<file path="src/asrr_pkg.sv">
/*
 * Constants, register map, field layout and carrier types of the serial
 * register bank of a dual-channel converter.
 * Assumes a 20 MHz system clock; all users reference names as asrr_pkg::x.
 */
package asrr_pkg;

    localparam int         FRAME_BITS       = 16;
    localparam int         NUM_REGS         = 48;
    localparam logic [3:0] LAST_BIT_CNT     = 4'hF;
    localparam logic [3:0] ADDR_LAST_CNT    = 4'h7;

    localparam logic [7:0] ADDR_CTRL        = 8'h00;
    localparam logic [7:0] ADDR_CLK_DRV     = 8'h10;
    localparam logic [7:0] ADDR_DATA_DRV    = 8'h11;
    localparam logic [7:0] ADDR_TERM        = 8'h12;
    localparam logic [7:0] ADDR_OFS_HOLD    = 8'h13;
    localparam logic [7:0] ADDR_IF_GAIN     = 8'h14;
    localparam logic [7:0] ADDR_FORMAT      = 8'h16;
    localparam logic [7:0] ADDR_FINE_GAIN   = 8'h17;
    localparam logic [7:0] ADDR_PAT_LO      = 8'h18;
    localparam logic [7:0] ADDR_PAT_HI      = 8'h19;
    localparam logic [7:0] ADDR_LAT_CORR    = 8'h1A;
    localparam logic [7:0] ADDR_FILT_CTRL   = 8'h1B;
    localparam logic [7:0] ADDR_BAND_SEL    = 8'h1D;
    localparam logic [7:0] ADDR_COEF_FIRST  = 8'h1E;
    localparam logic [7:0] ADDR_COEF_LAST   = 8'h2F;

    localparam int         READOUT_BIT      = 0;
    localparam int         SRST_BIT         = 1;
    localparam int         FORMAT_BIT       = 4;

    localparam logic [7:0] REG_RESET        = 8'h00;
    localparam logic       IF_CMOS          = 1'b1;
    localparam logic       PIN_IDLE_LVL     = 1'b0;

    localparam int         SYS_CLK_HZ       = 20_000_000;
    localparam int         PWR_UP_MS        = 7;
    localparam int         PWR_UP_CYC       = PWR_UP_MS * (SYS_CLK_HZ / 1000);

    // Writable bits of each address; everything else reads as zero
    function automatic logic [7:0] reg_mask(input logic [7:0] a);
        logic [7:0] m;
        m = 8'h00;
        unique case (a)
            ADDR_CTRL:      m = 8'h01;
            ADDR_CLK_DRV:   m = 8'hC0;
            ADDR_DATA_DRV:  m = 8'h3F;
            ADDR_TERM:      m = 8'h3F;
            ADDR_OFS_HOLD:  m = 8'h10;
            ADDR_IF_GAIN:   m = 8'hBF;
            ADDR_FORMAT:    m = 8'h1F;
            ADDR_FINE_GAIN: m = 8'h0F;
            ADDR_PAT_LO:    m = 8'hFF;
            ADDR_PAT_HI:    m = 8'h3F;
            ADDR_LAT_CORR:  m = 8'hFF;
            ADDR_FILT_CTRL: m = 8'hBF;
            ADDR_BAND_SEL:  m = 8'h03;
            default: begin
                if (a >= ADDR_COEF_FIRST && a <= ADDR_COEF_LAST) begin
                    m = 8'hFF;
                end
            end
        endcase
        return m;
    endfunction : reg_mask

    typedef struct packed {
        logic sel_n;
        logic sclk;
        logic shift_in_line;
    } asrr_ser_t;

    typedef struct packed {
        logic [1:0]  clkout_strength;
        logic [1:0]  current_double;
        logic [1:0]  lvds_current;
        logic [1:0]  data_strength;
        logic [2:0]  data_term;
        logic [2:0]  clk_term;
        logic        offset_freeze;
        logic        pin_override;
        logic        iface_sel;
        logic        coarse_gain;
        logic        ref_sel;
        logic [2:0]  pdn_mux_mode;
        logic        data_format;
        logic        byte_wise;
        logic [2:0]  test_pattern;
        logic [3:0]  fine_gain;
        logic [13:0] custom_pattern;
        logic [7:0]  lat_corr;
        logic [7:0]  filt_ctrl;
        logic [1:0]  band_sel;
    } asrr_cfg_t;

endpackage : asrr_pkg

</file>
<file path="src/asrr_regbank.sv">
/*
 * Serial configuration register bank with register readback.
 * Assumes serial pins, the reset pin and the negative output clock come
 * from outside the sys_clk domain; the shift clock is far slower than sys_clk.
 */
// Function
// - Setting readback enable blocks further register writes until cleared.
// - Readback frame shifts the addressed register's eight bits out the pin.
// - Readback only in CMOS mode; LVDS mode routes negative output clock.
// - With readback disabled in CMOS mode the pin is driven to a fixed level.
// - Outputs report stable 7 ms after power-up.
// - One write updates every field of a register together.
// - Register 16 bit D4 selects two's complement or straight binary.
// - Register 14 holds override, interface, gain, reference, power modes.
// - Soft reset bit restores all defaults and clears itself.
// - Frame is 16 bits: address byte then data byte.
// - Serial input is sampled on each shift clock fall while selected.
`timescale 1ns/100ps
module asrr_regbank #(
    parameter int PWR_UP_CYC = asrr_pkg::PWR_UP_CYC
) (
    input  wire logic               sys_clk,
    input  wire logic               rst_n,
    input  wire asrr_pkg::asrr_ser_t ser_in,
    input  wire logic               reset_pin,
    input  wire logic               output_clock_negative,
    output logic                    readback_out_pin,
    output asrr_pkg::asrr_cfg_t     cfg,
    output logic [143:0]            coef_bank,
    output logic                    outputs_stable
);

    localparam int PUW = $clog2(PWR_UP_CYC + 1);

    asrr_pkg::asrr_ser_t ser_m_q, ser_s_q;
    logic                hrst_m_q, hrst_s_q;
    logic                sclk_prev_q;
    logic [3:0]          bit_cnt_q;
    logic [15:0]         sh_q;
    logic [7:0]          regs_q [asrr_pkg::NUM_REGS];
    logic [7:0]          out_sh_q;
    logic                out_bit_q;
    logic [PUW-1:0]      pu_cnt_q;
    logic                stable_q;

    // Two-stage synchronisers; only stage two is looked at
    always_ff @(posedge sys_clk or negedge rst_n) begin
        if (!rst_n) begin
            // Shift clock idles low; a high reset value would fake a fall
            ser_m_q  <= '{sel_n: 1'b1, sclk: 1'b0, shift_in_line: 1'b0};
            ser_s_q  <= '{sel_n: 1'b1, sclk: 1'b0, shift_in_line: 1'b0};
            hrst_m_q <= 1'b0;
            hrst_s_q <= 1'b0;
        end else begin
            ser_m_q  <= ser_in;
            ser_s_q  <= ser_m_q;
            hrst_m_q <= reset_pin;
            hrst_s_q <= hrst_m_q;
        end
    end

    wire        sclk_fall = sclk_prev_q & ~ser_s_q.sclk;
    wire        sclk_rise = ~sclk_prev_q & ser_s_q.sclk;
    wire        take      = sclk_fall & ~ser_s_q.sel_n;
    wire [15:0] sh_next   = {sh_q[14:0], ser_s_q.shift_in_line};
    wire        word_done = take && (bit_cnt_q == asrr_pkg::LAST_BIT_CNT);
    wire        addr_done = take && (bit_cnt_q == asrr_pkg::ADDR_LAST_CNT);
    wire [7:0]  wr_addr   = sh_next[15:8];
    wire [7:0]  wr_data   = sh_next[7:0];
    wire        rd_en     = regs_q[0][asrr_pkg::READOUT_BIT];
    wire        cmos_mode = cfg.iface_sel == asrr_pkg::IF_CMOS;
    wire        wr_inmap  = wr_addr < 8'(asrr_pkg::NUM_REGS);
    // Control register stays writable so readback can be switched off
    wire        wr_ok     = word_done && wr_inmap &&
                            (!rd_en || wr_addr == asrr_pkg::ADDR_CTRL);
    wire        srst      = wr_ok && wr_addr == asrr_pkg::ADDR_CTRL &&
                            wr_data[asrr_pkg::SRST_BIT];
    wire [7:0]  wr_val    = wr_data & asrr_pkg::reg_mask(wr_addr);
    wire [5:0]  wr_idx    = wr_addr[5:0];
    wire [7:0]  rd_addr   = sh_next[7:0];
    wire        rd_inmap  = rd_addr < 8'(asrr_pkg::NUM_REGS);
    wire [7:0]  rd_data   = rd_inmap ? regs_q[rd_addr[5:0]] : 8'h00;
    wire        init_regs = hrst_s_q | srst;

    always_ff @(posedge sys_clk or negedge rst_n) begin
        if (!rst_n) begin
            sclk_prev_q <= 1'b0;
            bit_cnt_q   <= 4'h0;
            sh_q        <= 16'h0000;
        end else begin
            sclk_prev_q <= ser_s_q.sclk;
            if (ser_s_q.sel_n) begin
                bit_cnt_q <= 4'h0;
            end else if (take) begin
                bit_cnt_q <= bit_cnt_q + 4'h1;
                sh_q      <= sh_next;
            end
        end
    end

    // Whole byte stored at once, so all fields change together
    always_ff @(posedge sys_clk or negedge rst_n) begin
        if (!rst_n) begin
            for (int i = 0; i < asrr_pkg::NUM_REGS; i++) begin
                regs_q[i] <= asrr_pkg::REG_RESET;
            end
        end else if (init_regs) begin
            for (int i = 0; i < asrr_pkg::NUM_REGS; i++) begin
                regs_q[i] <= asrr_pkg::REG_RESET;
            end
        end else if (wr_ok) begin
            regs_q[wr_idx] <= wr_val;
        end
    end

    // Bits change on rising edges so they are settled at the falling edge
    always_ff @(posedge sys_clk or negedge rst_n) begin
        if (!rst_n) begin
            out_sh_q  <= 8'h00;
            out_bit_q <= 1'b0;
        end else if (ser_s_q.sel_n) begin
            out_sh_q  <= 8'h00;
            out_bit_q <= 1'b0;
        end else if (addr_done) begin
            out_sh_q  <= rd_data;
        end else if (sclk_rise) begin
            if (bit_cnt_q[3]) begin
                out_bit_q <= out_sh_q[7];
                out_sh_q  <= {out_sh_q[6:0], 1'b0};
            end else begin
                out_bit_q <= 1'b0;
            end
        end
    end

    // Never tri-stated; in LVDS mode the pin is the negative output clock
    assign readback_out_pin = !cmos_mode ? output_clock_negative :
                              rd_en ? out_bit_q :
                              asrr_pkg::PIN_IDLE_LVL;

    always_ff @(posedge sys_clk or negedge rst_n) begin
        if (!rst_n) begin
            pu_cnt_q <= '0;
            stable_q <= 1'b0;
        end else if (!stable_q) begin
            pu_cnt_q <= pu_cnt_q + PUW'(1);
            stable_q <= pu_cnt_q == PUW'(PWR_UP_CYC - 1);
        end
    end
    assign outputs_stable = stable_q;

    assign cfg.clkout_strength = regs_q[16][7:6];
    assign cfg.current_double  = regs_q[17][5:4];
    assign cfg.lvds_current    = regs_q[17][3:2];
    assign cfg.data_strength   = regs_q[17][1:0];
    assign cfg.data_term       = regs_q[18][5:3];
    assign cfg.clk_term        = regs_q[18][2:0];
    assign cfg.offset_freeze   = regs_q[19][4];
    assign cfg.pin_override    = regs_q[20][7];
    assign cfg.iface_sel       = regs_q[20][5];
    assign cfg.coarse_gain     = regs_q[20][4];
    assign cfg.ref_sel         = regs_q[20][3];
    assign cfg.pdn_mux_mode    = regs_q[20][2:0];
    assign cfg.data_format     = regs_q[22][asrr_pkg::FORMAT_BIT];
    assign cfg.byte_wise       = regs_q[22][3];
    assign cfg.test_pattern    = regs_q[22][2:0];
    assign cfg.fine_gain       = regs_q[23][3:0];
    assign cfg.custom_pattern  = {regs_q[25][5:0], regs_q[24]};
    assign cfg.lat_corr        = regs_q[26];
    assign cfg.filt_ctrl       = regs_q[27];
    assign cfg.band_sel        = regs_q[29][1:0];

    genvar g;
    for (g = 0; g < 18; g++) begin : g_coef
        assign coef_bank[g*8 +: 8] = regs_q[30 + g];
    end
endmodule : asrr_regbank

</file>
<file path="config.mk">
export PLATFORM = sky130hd
export DESIGN_NAME = asrr_regbank
export DESIGN_NICKNAME = d
export VERILOG_FILES = /design/src/asrr_pkg.sv /design/src/asrr_regbank.sv
export SDC_FILE = /design/constraint.sdc
export NUM_CORES = 1
export LEC_CHECK = 0
export BUFFER_PORTS_ARGS = -buffer_cell sky130_fd_sc_hd__clkbuf_2
export CAP_MARGIN = 30
export CORE_MARGIN = 10
export CORE_UTILIZATION = 45
export CTS_BUF_LIST = sky130_fd_sc_hd__clkbuf_2
export DETAILED_ROUTE_END_ITERATION = 6
export PLACE_DENSITY_LB_ADDON = 0.2
export SETUP_SLACK_MARGIN = 0.2
export SYNTH_ARGS = -nofsm -noshare
export SYNTH_HDL_FRONTEND = slang
export SYNTH_SLANG_ARGS = --single-unit
</file>
<file path="constraint.sdc">
create_clock -name sys_clk -period 6.2 [get_ports sys_clk]
set_input_delay 0.93 -clock sys_clk [delete_from_list [all_inputs] [get_ports sys_clk]]
set_output_delay 0.93 -clock sys_clk [all_outputs]
set_load 0.01 [all_outputs]
</file>
Yosys cells after proc, flatten, opt, wreduce, memory -nomap -nowiden
Index checks and enable logic that the tools add are counted.

storage, ports and cells
  output and inout port bits = 209
  input port bits = 7
  register bits = 440
  word-level logic and storage cells = 144

cells by class
  $add $sub $neg = 2
  order comparisons = 7
  bitwise gates (word level) = 10
  equal/unequal tests = 16
  reductions and logical operators = 22
  multiplexer cells = 24

operator list
  kind                   number
  $mux 384               2
  $bwmux 384             1
  $eq 8x5->1 const B     12
  $mux 8                 9
  $pmux 8 s9             1
  $bmux 8 s6             1
  $demux 8 s6            1
  $add 18x1->18 const B  1
  $eq 18x18->1 const B   1
  $lt 8x6->1 const B     2
  $ge 7x7->1 const B     2
  $not 6->7              2
  $and 8x8->8            1
  $ge 8x5->1 const B     1
  $le 8x6->1 const B     1
  $logic_and 1x1->1      8
  $logic_not 8->1        1
  $mux 4                 2
  $lt 7x1->1 const B     1
  $mux 1                 7
  $reduce_and 2->1       3
  $reduce_bool 2->1      3
  $reduce_bool 3->1      2
  $add 4x1->4 const B    1
  other kinds (10)       15

Logic depth before layout (Yosys ltp)
Gate-level depths: netlist (run 1).

  depth after elaboration = 10
  depth in mapped cells = 8

Worst setup path before layout (run 1)
No wires, ideal clock.

  path type = register to register
  start point = register rd_addr[0] (netlist name)
  end point = register out_sh_q[3]
  period minus slack after synthesis = 2.581 ns
  setup slack = 3.619 ns
  library setup time = 0.120 ns
  data arrival time = 2.461 ns
  path buffers = 3
  stages on the path, launching flop included = 8
  cells stage by stage = dfrtp_1 > buf_2 > buf_1 > buf_1 > mux4_2 > a22oi_1 > nand3_1 > a31o_2

between the ends
  longest elaborated chain between the ends = 7
  elaborated cells between the ends (all ways) = 8
  classes of those cells = order compare (1); mux (6); bitwise (1)

RTL lines
  what                                       line                 RTL
  $not 6->7 (implied by the code)            asrr_regbank.sv:82   wire [7:0] rd_data = rd_inmap ? regs_q[rd_addr[5:0]] : 8'h00;
  $bmux 8 s6                                 asrr_regbank.sv:82
  $mux 8 (implied by the code) (2 in a row)  asrr_regbank.sv:82
  $mux 8 (*)                                 asrr_regbank.sv:82
  $mux 8 (*)                                 asrr_regbank.sv:124  end else if (addr_done) begin
  $mux 8 (*)                                 asrr_regbank.sv:121  end else if (ser_s_q.sel_n) begin
  end signal: assignment                     asrr_regbank.sv:125  out_sh_q <= rd_data;
  end signal: assignment                     asrr_regbank.sv:129  out_sh_q <= {out_sh_q[6:0], 1'b0};
  end: declaration                           asrr_regbank.sv:41   logic [7:0] out_sh_q;

Every way passes the cells marked *; elsewhere a longest branch is shown, timed or not. The select of a mux whose other input is x is not followed.
A chain may end at the register's enable or synchronous reset.

Final worst setup path (run 1)
  start point = register bit_cnt_q[0]
  end point = register regs_q[368] (netlist name)

between the ends
  longest elaborated chain between the ends = 8
  elaborated cells between the ends (all ways) = 9
  classes of those cells = eq/ne (1); mux (1); bitwise (1); reduce/logical (6)

RTL lines
  what                                           line                 RTL
  start: declaration                             asrr_regbank.sv:38   logic [3:0] bit_cnt_q;
  start signal: assignment                       asrr_regbank.sv:95   bit_cnt_q <= bit_cnt_q + 4'h1;
  $eq 4x4->1 (*)                                 asrr_regbank.sv:66   wire word_done = take && (bit_cnt_q == asrr_pkg::LAST_BIT_CNT);
  $logic_and 1x1->1 (*)                          asrr_regbank.sv:66
  $logic_and 1x1->1 (*) (2 in a row)             asrr_regbank.sv:74   wire wr_ok = word_done && wr_inmap &&
  $logic_and 1x1->1 (2 in a row)                 asrr_regbank.sv:76   wire srst = wr_ok && wr_addr == asrr_pkg::ADDR_CTRL &&
  $or 1x1->1                                     asrr_regbank.sv:83   wire init_regs = hrst_s_q | srst;
  $mux 384 or $reduce_bool 2->1 (tied branches)  --
  end signal: indexed assignment                 asrr_regbank.sv:105  regs_q[i] <= asrr_pkg::REG_RESET;
  end signal: indexed assignment                 asrr_regbank.sv:109  regs_q[i] <= asrr_pkg::REG_RESET;
  end signal: indexed assignment                 asrr_regbank.sv:112  regs_q[wr_idx] <= wr_val;
  end: declaration                               asrr_regbank.sv:40   logic [7:0] regs_q [asrr_pkg::NUM_REGS];

Every way passes the cells marked *; elsewhere a longest branch is shown, timed or not.

==> results by group, run 1 <==
Timing
  • Final worst slack: 2.85 ns
  • Achievable clock frequency: 298 MHz
  • Final worst path period share: 54.1%
  • RSZ-0062 raised after global routing: no
  • TNS Setup: 0 ns
  • Max-slew violations: 0
  • Final hold slack: 0.362 ns
  • Tmin final: 3.35 ns
  • Clock Skews: 0.0729 ns
  • Final Hold Viols: 0
  • Endpoints failing setup: 0
  • Worst-Margin Slew: 1.02 ns
  • Slew headroom: 31.4%

Final layout
  • Commonest non-fill, non-tap cells in the layout: dfrtp_1, clkbuf_2, and2_1
  • P&R area growth vs syn: 6.45%
  • Share of post-route cells with drive strength above 1: 28.4%
  • Final core utilization: 48.4%
  • Fill count: 4,289
  • Fin nets: 1,908
  • Most common cell after layout, fill and taps aside: dfrtp_1

Worst setup path
  • Worst Path Arrival: 4.32 ns
  • Kind of critical path: reg2reg
  • Required time worst endpoint: 7.17 ns
  • Crit-path slowest cell: a2111oi_4
  • R2R setup slack: 2.85 ns
  • Buf/Inv on CP: 0
  • Crit path max fanout: 9
  • Crit-path leading delay family: simple AND/OR/NAND/NOR gates
  • Worst Setup Start Kind: flip-flop
  • Worst path max stage delay: 0.86 ns
  • Crit. End Element: flip-flop
  • Crit-path cells: ha_1, nand4b_1, or4_1, a2111oi_4, a21oi_1, and2_1

Detailed routing
  • WL/cell: 24.2 um
  • 1st-pass router iterations: 7
  • DRC: 0
  • Detailed Route Iter0 Violations: 1,294
  • Detailed Route WL: 62,700 um
  • DR vias/cell: 5.69
  • Remaining antenna violation count after routing: 0
  • Via count: 14,777

Pwr
  • Leakage: 11.4 nW
  • Power density cells: 262 nW/um2
  • Final Total Pwr: 5.90 mW
  • Max VDD drop: 0.138 mV

CTS
  • Clock transition at path regs: 0.10 ns
  • Cell at the root of the clock tree: clkbuf_2
  • CTS Buf Count: 114
  • CTS sink cnt: 440
  • Cts repair resizes: 0
  • Clock Latency Late Sink: 1.17 ns
  • Clock Tree Buf Depth: 3
  • CTS tree: built
  • H-tree Lvls: 3

Hold path
  • Worst min path class: reg2reg

Yosys
  • Synth area leaders: dfrtp_1, mux4_2, buf_4
  • Syn nets: 1,866
  • Sequential area share after synthesis: 52.0%
  • Synthesized netlist cell count: 1,857
  • Post-synth EDFFs: 0
  • Yosys reg bits: 440
  • Yosys top cell area share: 51.8%
  • Syn avg cell area: 11.4 um2
  • Synth Flop Type: dfrtp_1
  • Cell taking the most area after synthesis: dfrtp_1
  • Syn Std Cell Area: 21,200 um2
  • Synthesis Warnings: 0
  • Ys async rst share: 100%
  • Distinct cells, synth: 60

Floorplanning
  • Io pins: 216
  • Initial core utilization: 45.5%
  • Die Y: 237 um
  • Core Rows: 79
  • Die width: 237 um
  • Core Area: 46,600 um2
  • Die area: 56,100 um2

Global route
  • Largest net degree at the start of global routing: 167
  • Vias in the first global route: 15,107
  • Initial antenna violation count: 2
  • First-pass GRT wire length: 96,200 um
  • Total track usage: 22.1%
  • Total congestion overflow: 0

Placed design
  • DPL Wire Length: 42,200 um
  • I/O Buffers: 215
  • Final Wtd Congestion: 0.870
  • Pre-CTS WS: 2.90 ns

Run
  • Max Cap Viol: 0

Status
  • Outcome: finished clean
==> registers in the layout, summed over array words and instances (netlist names) <==
register and count:
sh_q 15, out_bit_q 1, rd_addr 1, ser_m_q 3
out_sh_q 8, sclk_prev_q 1, outputs_stable 1, ser_s_q 2
bit_cnt_q 4, regs_q 176, hrst_s_q 1, hrst_m_q 1
coef_bank 144, pu_cnt_q 18, cfg 63, rd_en 1
==> cells in the mapped netlist, types with 3 or more instances <==
library cell	count
xnor2_1	16
clkbuf_1	89
nand3_1	101
nor2_1	137
nand2_1	102
and3_1	38
inv_1	4
a211oi_1	6
buf_1	20
xor2_1	5
mux2_2	17
a22oi_1	13
o21ai_0	65
nor3_1	24
or3b_2	3
buf_2	8
a31oi_1	5
nand2b_1	10
buf_4	207
a31o_2	3
and4_1	3
nor4_1	7
nor2b_1	6
nor3b_1	4
or3_1	5
mux4_2	95
mux2i_1	108
a21oi_1	82
nand4_1	32
dfrtp_1	438
and2_1	150
o22ai_1	16
==> layout make-up <==
class                           count  area, um2  area share (%)
Antenna cell                        3       7.51          0.0333
Clock buffer                      174        871            3.87
Clock inverter                     29        211           0.939
Inverter                            5       18.8          0.0833
Multi-Input combinational cell   1088       8170            36.3
Sequential cell                   440      11000            48.9
Tap cell                          607        759            3.37
Timing Repair Buffer              250       1470            6.51
==> through the flow <==
| stage | std cells | area [um2] |
|---|---|---|
| CTS | 2593 | 22500 |
| global route | 2596 | 22500 |
| detailed placement | 2385 | 21400 |
| finish | 2596 | 22500 |
| global placement | 2381 | 21300 |
| floorplan | 1857 | 21200 |
==> repair_timing <==
action | in CTS | in global routing
hold endpoints to repair | 110 | 0
hold buffers | 5 | 0
buffers inserted | 0 | 0
==> where the power goes <==
group / internal (mW) / switching [mW] / total (mW)
registers: 2.89 / 0.0860 / 2.98
logic: 0.222 / 0.584 / 0.806
clock network: 0.876 / 1.24 / 2.12
==> cells by family after synthesis <==
kind of cell,after synthesis,share of synthesized area (%)
XOR/XNOR,21,0.869
AND/OR/NAND/NOR,636,15.5
buffers and inverters,329,9.55
flip-flops,440,52.0
adder cells (fa/ha/maj),2,0.118
AO/OA/AOI/OAI,209,5.78
multiplexers,220,16.1
==> final timing paths <==
path,startpoint,endpoint,cells past startpoint
min in group asynchronous,rst_n,cfg[57],2
min reg2reg,hrst_m_q,hrst_s_q,0
max in group asynchronous,rst_n,coef_bank[84],3
max reg2reg,bit_cnt_q[0],regs_q[368],6
max,bit_cnt_q[0],regs_q[368],6
min,hrst_m_q,hrst_s_q,0
==> layer usage <==
| layer | vias up | global-route usage, % | part of all wire [%] |
|---|---|---|---|
| met5 | - | 0 | 0 |
| met4 | 0 | 8.01 | 2.9 |
| met3 | 105 | 6.67 | 8.5 |
| met2 | 637 | 33.5 | 46 |
| met1 | 7553 | 29.6 | 42 |
| li1 | 6482 | - | - |
(Power assumes the default switching activity.)
==> inputs of run 2 (changes only) <==
==> constraint.sdc (replaced) <==
create_clock -name sys_clk -period 3.2 [get_ports sys_clk]
set_input_delay 0.48 -clock sys_clk [delete_from_list [all_inputs] [get_ports sys_clk]]
set_output_delay 0.48 -clock sys_clk [all_outputs]
set_load 0.01 [all_outputs]
==> run 2 against run 1 <==
Against the previous run: flip-flop and latch count unchanged; via count increased by 1.9%; worst hold slack got worse by 0.0054 ns; largest power group unchanged; core utilization increased by 0.98 points; global-route usage increased by 0.56 points.
==> results by group, run 2 (synthesized netlist as in run 1, its figures left out) <==
Floorplanning
  • Io pins: 216 (unchanged)
  • Core Area: 46,600 um2 (unchanged)
  • Core Rows: 79 (unchanged)
  • Die area: 56,100 um2 (unchanged)
  • Die width: 237 um (unchanged)
  • Initial core utilization: 45.5% (unchanged)
  • Die Y: 237 um (unchanged)

CTS
  • Post-CTS setup buffers: 0 (unchanged)
  • Clock transition at path regs: 0.11 ns (about the same)
  • Clock Latency Late Sink: 1.14 ns (-0.03 ns)
  • CTS sink cnt: 440 (unchanged)
  • H-tree Lvls: 3 (unchanged)
  • Cell at the root of the clock tree: clkbuf_2
  • CTS Buf Count: 111 (-2.6%)
  • Cts repair resizes: 0 (unchanged)
  • Clock Tree Buf Depth: 3 (unchanged)
  • CTS tree: built

Worst setup path
  • Crit. End Element: flip-flop
  • Worst path max stage delay: 0.77 ns (-0.09 ns)
  • Crit-path slowest cell: or4_1
  • Worst Path Arrival: 3.81 ns (-0.51 ns)
  • Crit-path cells: ha_1, nand4b_1, or4_1, a2111oi_4, buf_4, a21oi_1, and2_1
  • Crit path max fanout: 9 (unchanged)
  • Worst R2R Start: bit_cnt_q[0]
  • Crit path from: bit_cnt_q[0]
  • Crit-path leading delay family: simple AND/OR/NAND/NOR gates
  • Buf/Inv on CP: 1 (+1)
  • Required time worst endpoint: 4.17 ns (-3.00 ns)
  • Kind of critical path: reg2reg
  • Worst Setup Start Kind: flip-flop

Placed design
  • Final Wtd Congestion: 0.860 (-1.2%)
  • Post-Place Cells: 2,442 (+2.4%)
  • DPL Wire Length: 44,600 um (+5.7%)
  • I/O Buffers: 215 (unchanged)
  • Pre-CTS WS: 0.392 ns (-2.50 ns)
  • DP Area: 21,800 um2 (+2.0%)

Final layout
  • Max reg flops: 176 (unchanged)
  • Commonest non-fill, non-tap cells in the layout: dfrtp_1, clkbuf_2, and2_1
  • Fin nets: 1,968 (+3.1%)
  • Biggest register: regs_q
  • P&R area growth vs syn: 8.60%
  • Cell area after layout: 23,000 um2 (+2.0%)
  • Final core utilization: 49.4% (+0.98 points)
  • Fill count: 4,264 (-0.58%)
  • Post-Layout Cell Count: 2,657 (+2.3%)
  • Most common cell after layout, fill and taps aside: dfrtp_1
  • Share of post-route cells with drive strength above 1: 29.9% (+1.5 points)

Run
  • Max Cap Viol: 0 (unchanged)

Pwr
  • Max VDD drop: 0.245 mV (+78%)
  • Final Total Pwr: 11.4 mW (+94%)
  • Leakage: 11.7 nW (+2.4%)
  • Power density cells: 498 nW/um2 (+90%)

Timing
  • Endpoints failing setup: 0 (unchanged)
  • Final Hold Viols: 0 (unchanged)
  • Achievable clock frequency: 352 MHz (+18%)
  • Final worst path period share: 88.7% (+35 points)
  • Slew headroom: 42.4% (+11 points)
  • Worst-Margin Slew: 0.864 ns (-0.157 ns)
  • Tmin final: 2.84 ns (-0.515 ns)
  • Final hold slack: 0.356 ns (-0.00540 ns)
  • Max-slew violations: 0 (unchanged)
  • TNS Setup: 0 ns (unchanged)
  • RSZ-0062 raised after global routing: no
  • Final worst slack: 0.362 ns (-2.49 ns)
  • Clock Skews: 0.0904 ns (+0.0175 ns)

Global route
  • Vias in the first global route: 15,548 (+2.9%)
  • First-pass GRT wire length: 98,800 um (+2.7%)
  • Largest net degree at the start of global routing: 78 (-53%)
  • Initial antenna violation count: 3 (+1)
  • Total congestion overflow: 0 (unchanged)
  • Total track usage: 22.7% (+0.56 points)

Detailed routing
  • Remaining antenna violation count after routing: 0 (unchanged)
  • Detailed Route WL: 64,200 um (+2.4%)
  • Detailed Route Iter0 Violations: 1,237 (-4.4%)
  • DR vias/cell: 5.67 (-0.41%)
  • WL/cell: 24.2 um (about the same)
  • Via count: 15,062 (+1.9%)
  • 1st-pass router iterations: 7 (unchanged)
  • DRC: 0 (unchanged)

Hold path
  • Worst min path class: reg2reg
  • Worst Min Path Start: hrst_m_q

Status
  • Outcome: finished clean
[run 2: cell count changes in the layout (fill, tap and decap cells not counted), moves of 2 or more]
cell | before | now
buf_4 | 22 | 79
inv_6 | 3 | 0
buf_8 | 3 | 1
dlygate4sd3_1 | 5 | 10
clkinv_1 | 19 | 28
buf_12 | 4 | 8
clkinv_4 | 0 | 2
clkbuf_2 | 388 | 379
[run 2: metal layers]
metal	vias up	routed length (um)	track usage (%)	part of all wire, %
met5	-	7	0	0.011
li1	6618	-	-	-
met3	118	5020	6.11	7.8
met2	601	29800	34.6	46
met1	7723	27400	30.4	43
met4	2	2010	8.67	3.1
[run 2: path summary, 6_finish.rpt]
path                                to  slack, ns  depth (start not counted)
setup / recovery           regs_q[371]       0.36                          7
hold / removal                hrst_s_q       0.36                          0
setup reg to reg           regs_q[371]       0.36                          7
hold reg to reg               hrst_s_q       0.36                          0
max in group asynchronous  regs_q[269]       2.14                          4
min in group asynchronous   ser_s_q[2]       0.60                          3
[run 2: timing repair]
action                                  4_1_cts  5_1_grt
hold buffers                                 11        0
endpoints found under the hold margin       444        0
endpoints found under the setup margin        0        0
[run 2: power by group]
group	switching [mW]	leakage, nW	total, mW	internal, mW
Combinational	1.16	4.82	1.69	0.533
Clock	2.40	0.780	3.95	1.55
Sequential	0.206	6.10	5.81	5.60
Total	3.76	11.7	11.4	7.68
[run 2: worst register-to-register path: cells and delay by family, from the launching register on]
kind            cells  cell delay [ns]
simple gates        3             1.29
buf+inv             1             0.23
compound gates      2             0.59
flops               1             0.41
fa+ha+maj           1             0.20
[run 2: cell type report]
cell class	count	area [um2]	share of cell area, %
inverter	5	18.8	0.0817
tap	607	759	3.30
timing repair buffer	313	1970	8.56
clock buffer	165	826	3.59
antenna	2	5.00	0.0218
clock inverter	37	213	0.926
sequential	440	11000	48.0
multi-input combinational	1088	8170	35.5
==> inputs of run 3 (changes only) <==
==> constraint.sdc (replaced) <==
create_clock -name sys_clk -period 3 [get_ports sys_clk]
set_input_delay 0.45 -clock sys_clk [delete_from_list [all_inputs] [get_ports sys_clk]]
set_output_delay 0.45 -clock sys_clk [all_outputs]
set_load 0.1 [all_outputs]
==> run 3 against run 2 <==
Against the previous run: flip-flop and latch count unchanged; critical path depth shrank 1; clock power increased by 4%; largest power group unchanged; critical endpoint is now coef_bank[62]; final area increased by 0.32%; via count fell by 0.59%.
==> results by group, run 3 (synthesized netlist as in run 1, its figures left out) <==
Detailed routing
  • Via count: 14,973 (-0.59%)
  • WL/cell: 23.8 um (-1.4%)
  • DR vias/cell: 5.62 (-0.78%)
  • DRC: 0 (unchanged)
  • 1st-pass router iterations: 5 (-2)
  • Detailed Route WL: 63,400 um (-1.2%)
  • Detailed Route Iter0 Violations: 1,247 (+0.81%)
  • Remaining antenna violation count after routing: 0 (unchanged)

Global route
  • Vias in the first global route: 15,473 (-0.48%)
  • Met1 usage: 29.7% (-0.76 points)
  • Total congestion overflow: 0 (unchanged)
  • Largest net degree at the start of global routing: 72 (-7.7%)
  • Initial antenna violation count: 2 (-1)
  • Met3 Use GR: 7.02% (+0.90 points)
  • Met2 usage: 33.6% (-0.94 points)
  • Total track usage: 22.4% (-0.26 points)
  • GR peak layer: met2
  • First-pass GRT wire length: 97,400 um (-1.5%)

Final layout
  • Final core utilization: 49.5% (+0.16 points)
  • Max reg flops: 176 (unchanged)
  • Commonest non-fill, non-tap cells in the layout: dfrtp_1, clkbuf_2, and2_1
  • P&R area growth vs syn: 8.95%
  • Most common cell after layout, fill and taps aside: dfrtp_1
  • Share of post-route cells with drive strength above 1: 30.3% (+0.35 points)
  • Fill count: 4,239 (-0.59%)
  • Fin nets: 1,978 (+0.51%)
  • Biggest register: regs_q
  • Cell area after layout: 23,100 um2 (+0.32%)

Timing
  • Tmin final: 2.72 ns (-0.123 ns)
  • TNS Setup: 0 ns (unchanged)
  • RSZ-0062 raised after global routing: yes
  • Endpoints failing setup: 0 (unchanged)
  • Final worst path period share: 90.5% (+1.8 points)
  • Clock Skews: 0.101 ns (+0.0102 ns)
  • Final Hold Viols: 0 (unchanged)
  • Slew headroom: 46.5% (+4.1 points)
  • Worst-Margin Slew: 0.802 ns (-0.0617 ns)
  • Achievable clock frequency: 368 MHz (+4.5%)
  • Max-slew violations: 0 (unchanged)

Hold path
  • Worst min path class: reg2reg

CTS
  • Clock Tree Buf Depth: 3 (unchanged)
  • Clock Latency Late Sink: 1.17 ns (+0.03 ns)
  • CTS sink cnt: 440 (unchanged)
  • H-tree Lvls: 3 (unchanged)
  • Clock transition at path regs: 0.12 ns (about the same)
  • Cell at the root of the clock tree: clkbuf_2
  • CTS Buf Count: 114 (+2.7%)
  • CTS tree: built

Status
  • Outcome: finished clean

Worst setup path
  • Worst Path Arrival: 3.72 ns (-0.09 ns)
  • Crit path max fanout: 10 (+1)
  • Required time worst endpoint: 4.01 ns (-0.16 ns)
  • Worst Setup Start Kind: flip-flop
  • Crit. End Element: flip-flop
  • Kind of critical path: reg2reg

Pwr
  • Final Total Pwr: 12.1 mW (+5.4%)
  • Power density cells: 523 nW/um2 (+5.0%)
  • Leakage: 11.7 nW (+0.24%)
  • Max VDD drop: 0.251 mV (+2.3%)

Floorplanning
  • Core Rows: 79 (unchanged)
  • Initial core utilization: 45.5% (unchanged)
  • Io pins: 216 (unchanged)
  • Die width: 237 um (unchanged)
  • Core Area: 46,600 um2 (unchanged)
  • Die area: 56,100 um2 (unchanged)
  • Die Y: 237 um (unchanged)

Run
  • Max Cap Viol: 0 (unchanged)

Placed design
  • DPL Wire Length: 44,100 um (-1.1%)
  • Final Wtd Congestion: 0.852 (-0.91%)
  • I/O Buffers: 215 (unchanged)
  • DP Area: 21,900 um2 (+0.38%)
-- run 3: cell types whose count changed in the layout (fill, tap and decap cells not counted), moves of 2 or more --
cell / change
diode_2: +2
clkbuf_2: -5
buf_12: +3
buf_4: +4
clkinv_1: -3
inv_6: +2
clkinv_2: +3
-- run 3: stage by stage --
step                      setup WS, ns  instances  hold slack, ns
after floorplan                  0.419       1857           0.154
after global placement           0.374       2448           0.335
after detailed placement         0.333       2448           0.336
after CTS                        0.221       2658           0.362
after global routing             0.183       2662           0.364
final                            0.285       2662           0.356
-- run 3: where the power goes --
| group | switching [mW] | total [mW] | leakage (nW) | internal, mW |
|---|---|---|---|---|
| clock | 2.54 | 4.09 | 0.766 | 1.55 |
| sequential | 0.159 | 6.13 | 6.10 | 5.97 |
| combinational | 1.27 | 1.84 | 4.87 | 0.570 |
| total | 3.96 | 12.1 | 11.7 | 8.10 |
-- run 3: final timing paths --
check	to	slack [ns]	from	cells after the start
max	coef_bank[62]	0.28	sh_q[13]	6
min	ser_s_q[1]	0.36	ser_m_q[1]	0
max reg2reg	coef_bank[62]	0.28	sh_q[13]	6
min reg2reg	ser_s_q[1]	0.36	ser_m_q[1]	0
max in group asynchronous	pu_cnt_q[11]	2.00	rst_n	4
min in group asynchronous	regs_q[248]	0.55	rst_n	4
-- run 3: repair_timing --
item                                    CTS  global route
endpoints found under the setup margin    1            42
hold buffers                             11             0
setup buffers                             1             0
hold endpoints to repair                444             0
gates resized for setup                   3             1
-- run 3: cell type report --
type	count	area [um2]	area share, %
flip-flops and latches	440	11000	47.8
repair buffers	320	2070	8.96
well taps	607	759	3.29
clock inverters	37	196	0.852
multi-input cells	1088	8170	35.4
inverters	5	18.8	0.0814
clock buffers	161	806	3.50
diodes	4	10.0	0.0434
-- run 3: metal layers --
metal	wire length (um)	vias up	share of wire, %
met1	27300	7624	43
met3	5170	138	8.1
met4	2250	0	3.5
met2	28800	589	45
li1	-	6622	-
met5	0	-	0
-- run 3: worst max-delay path, cell delays in order, from the launching register on --
cell,delay (ns)
dfrtp_1,0.45
or4b_1,0.63
nor4_2,0.36
buf_4,0.23
nand3_1,0.53
mux2i_1,0.34
nor2_1,0.06
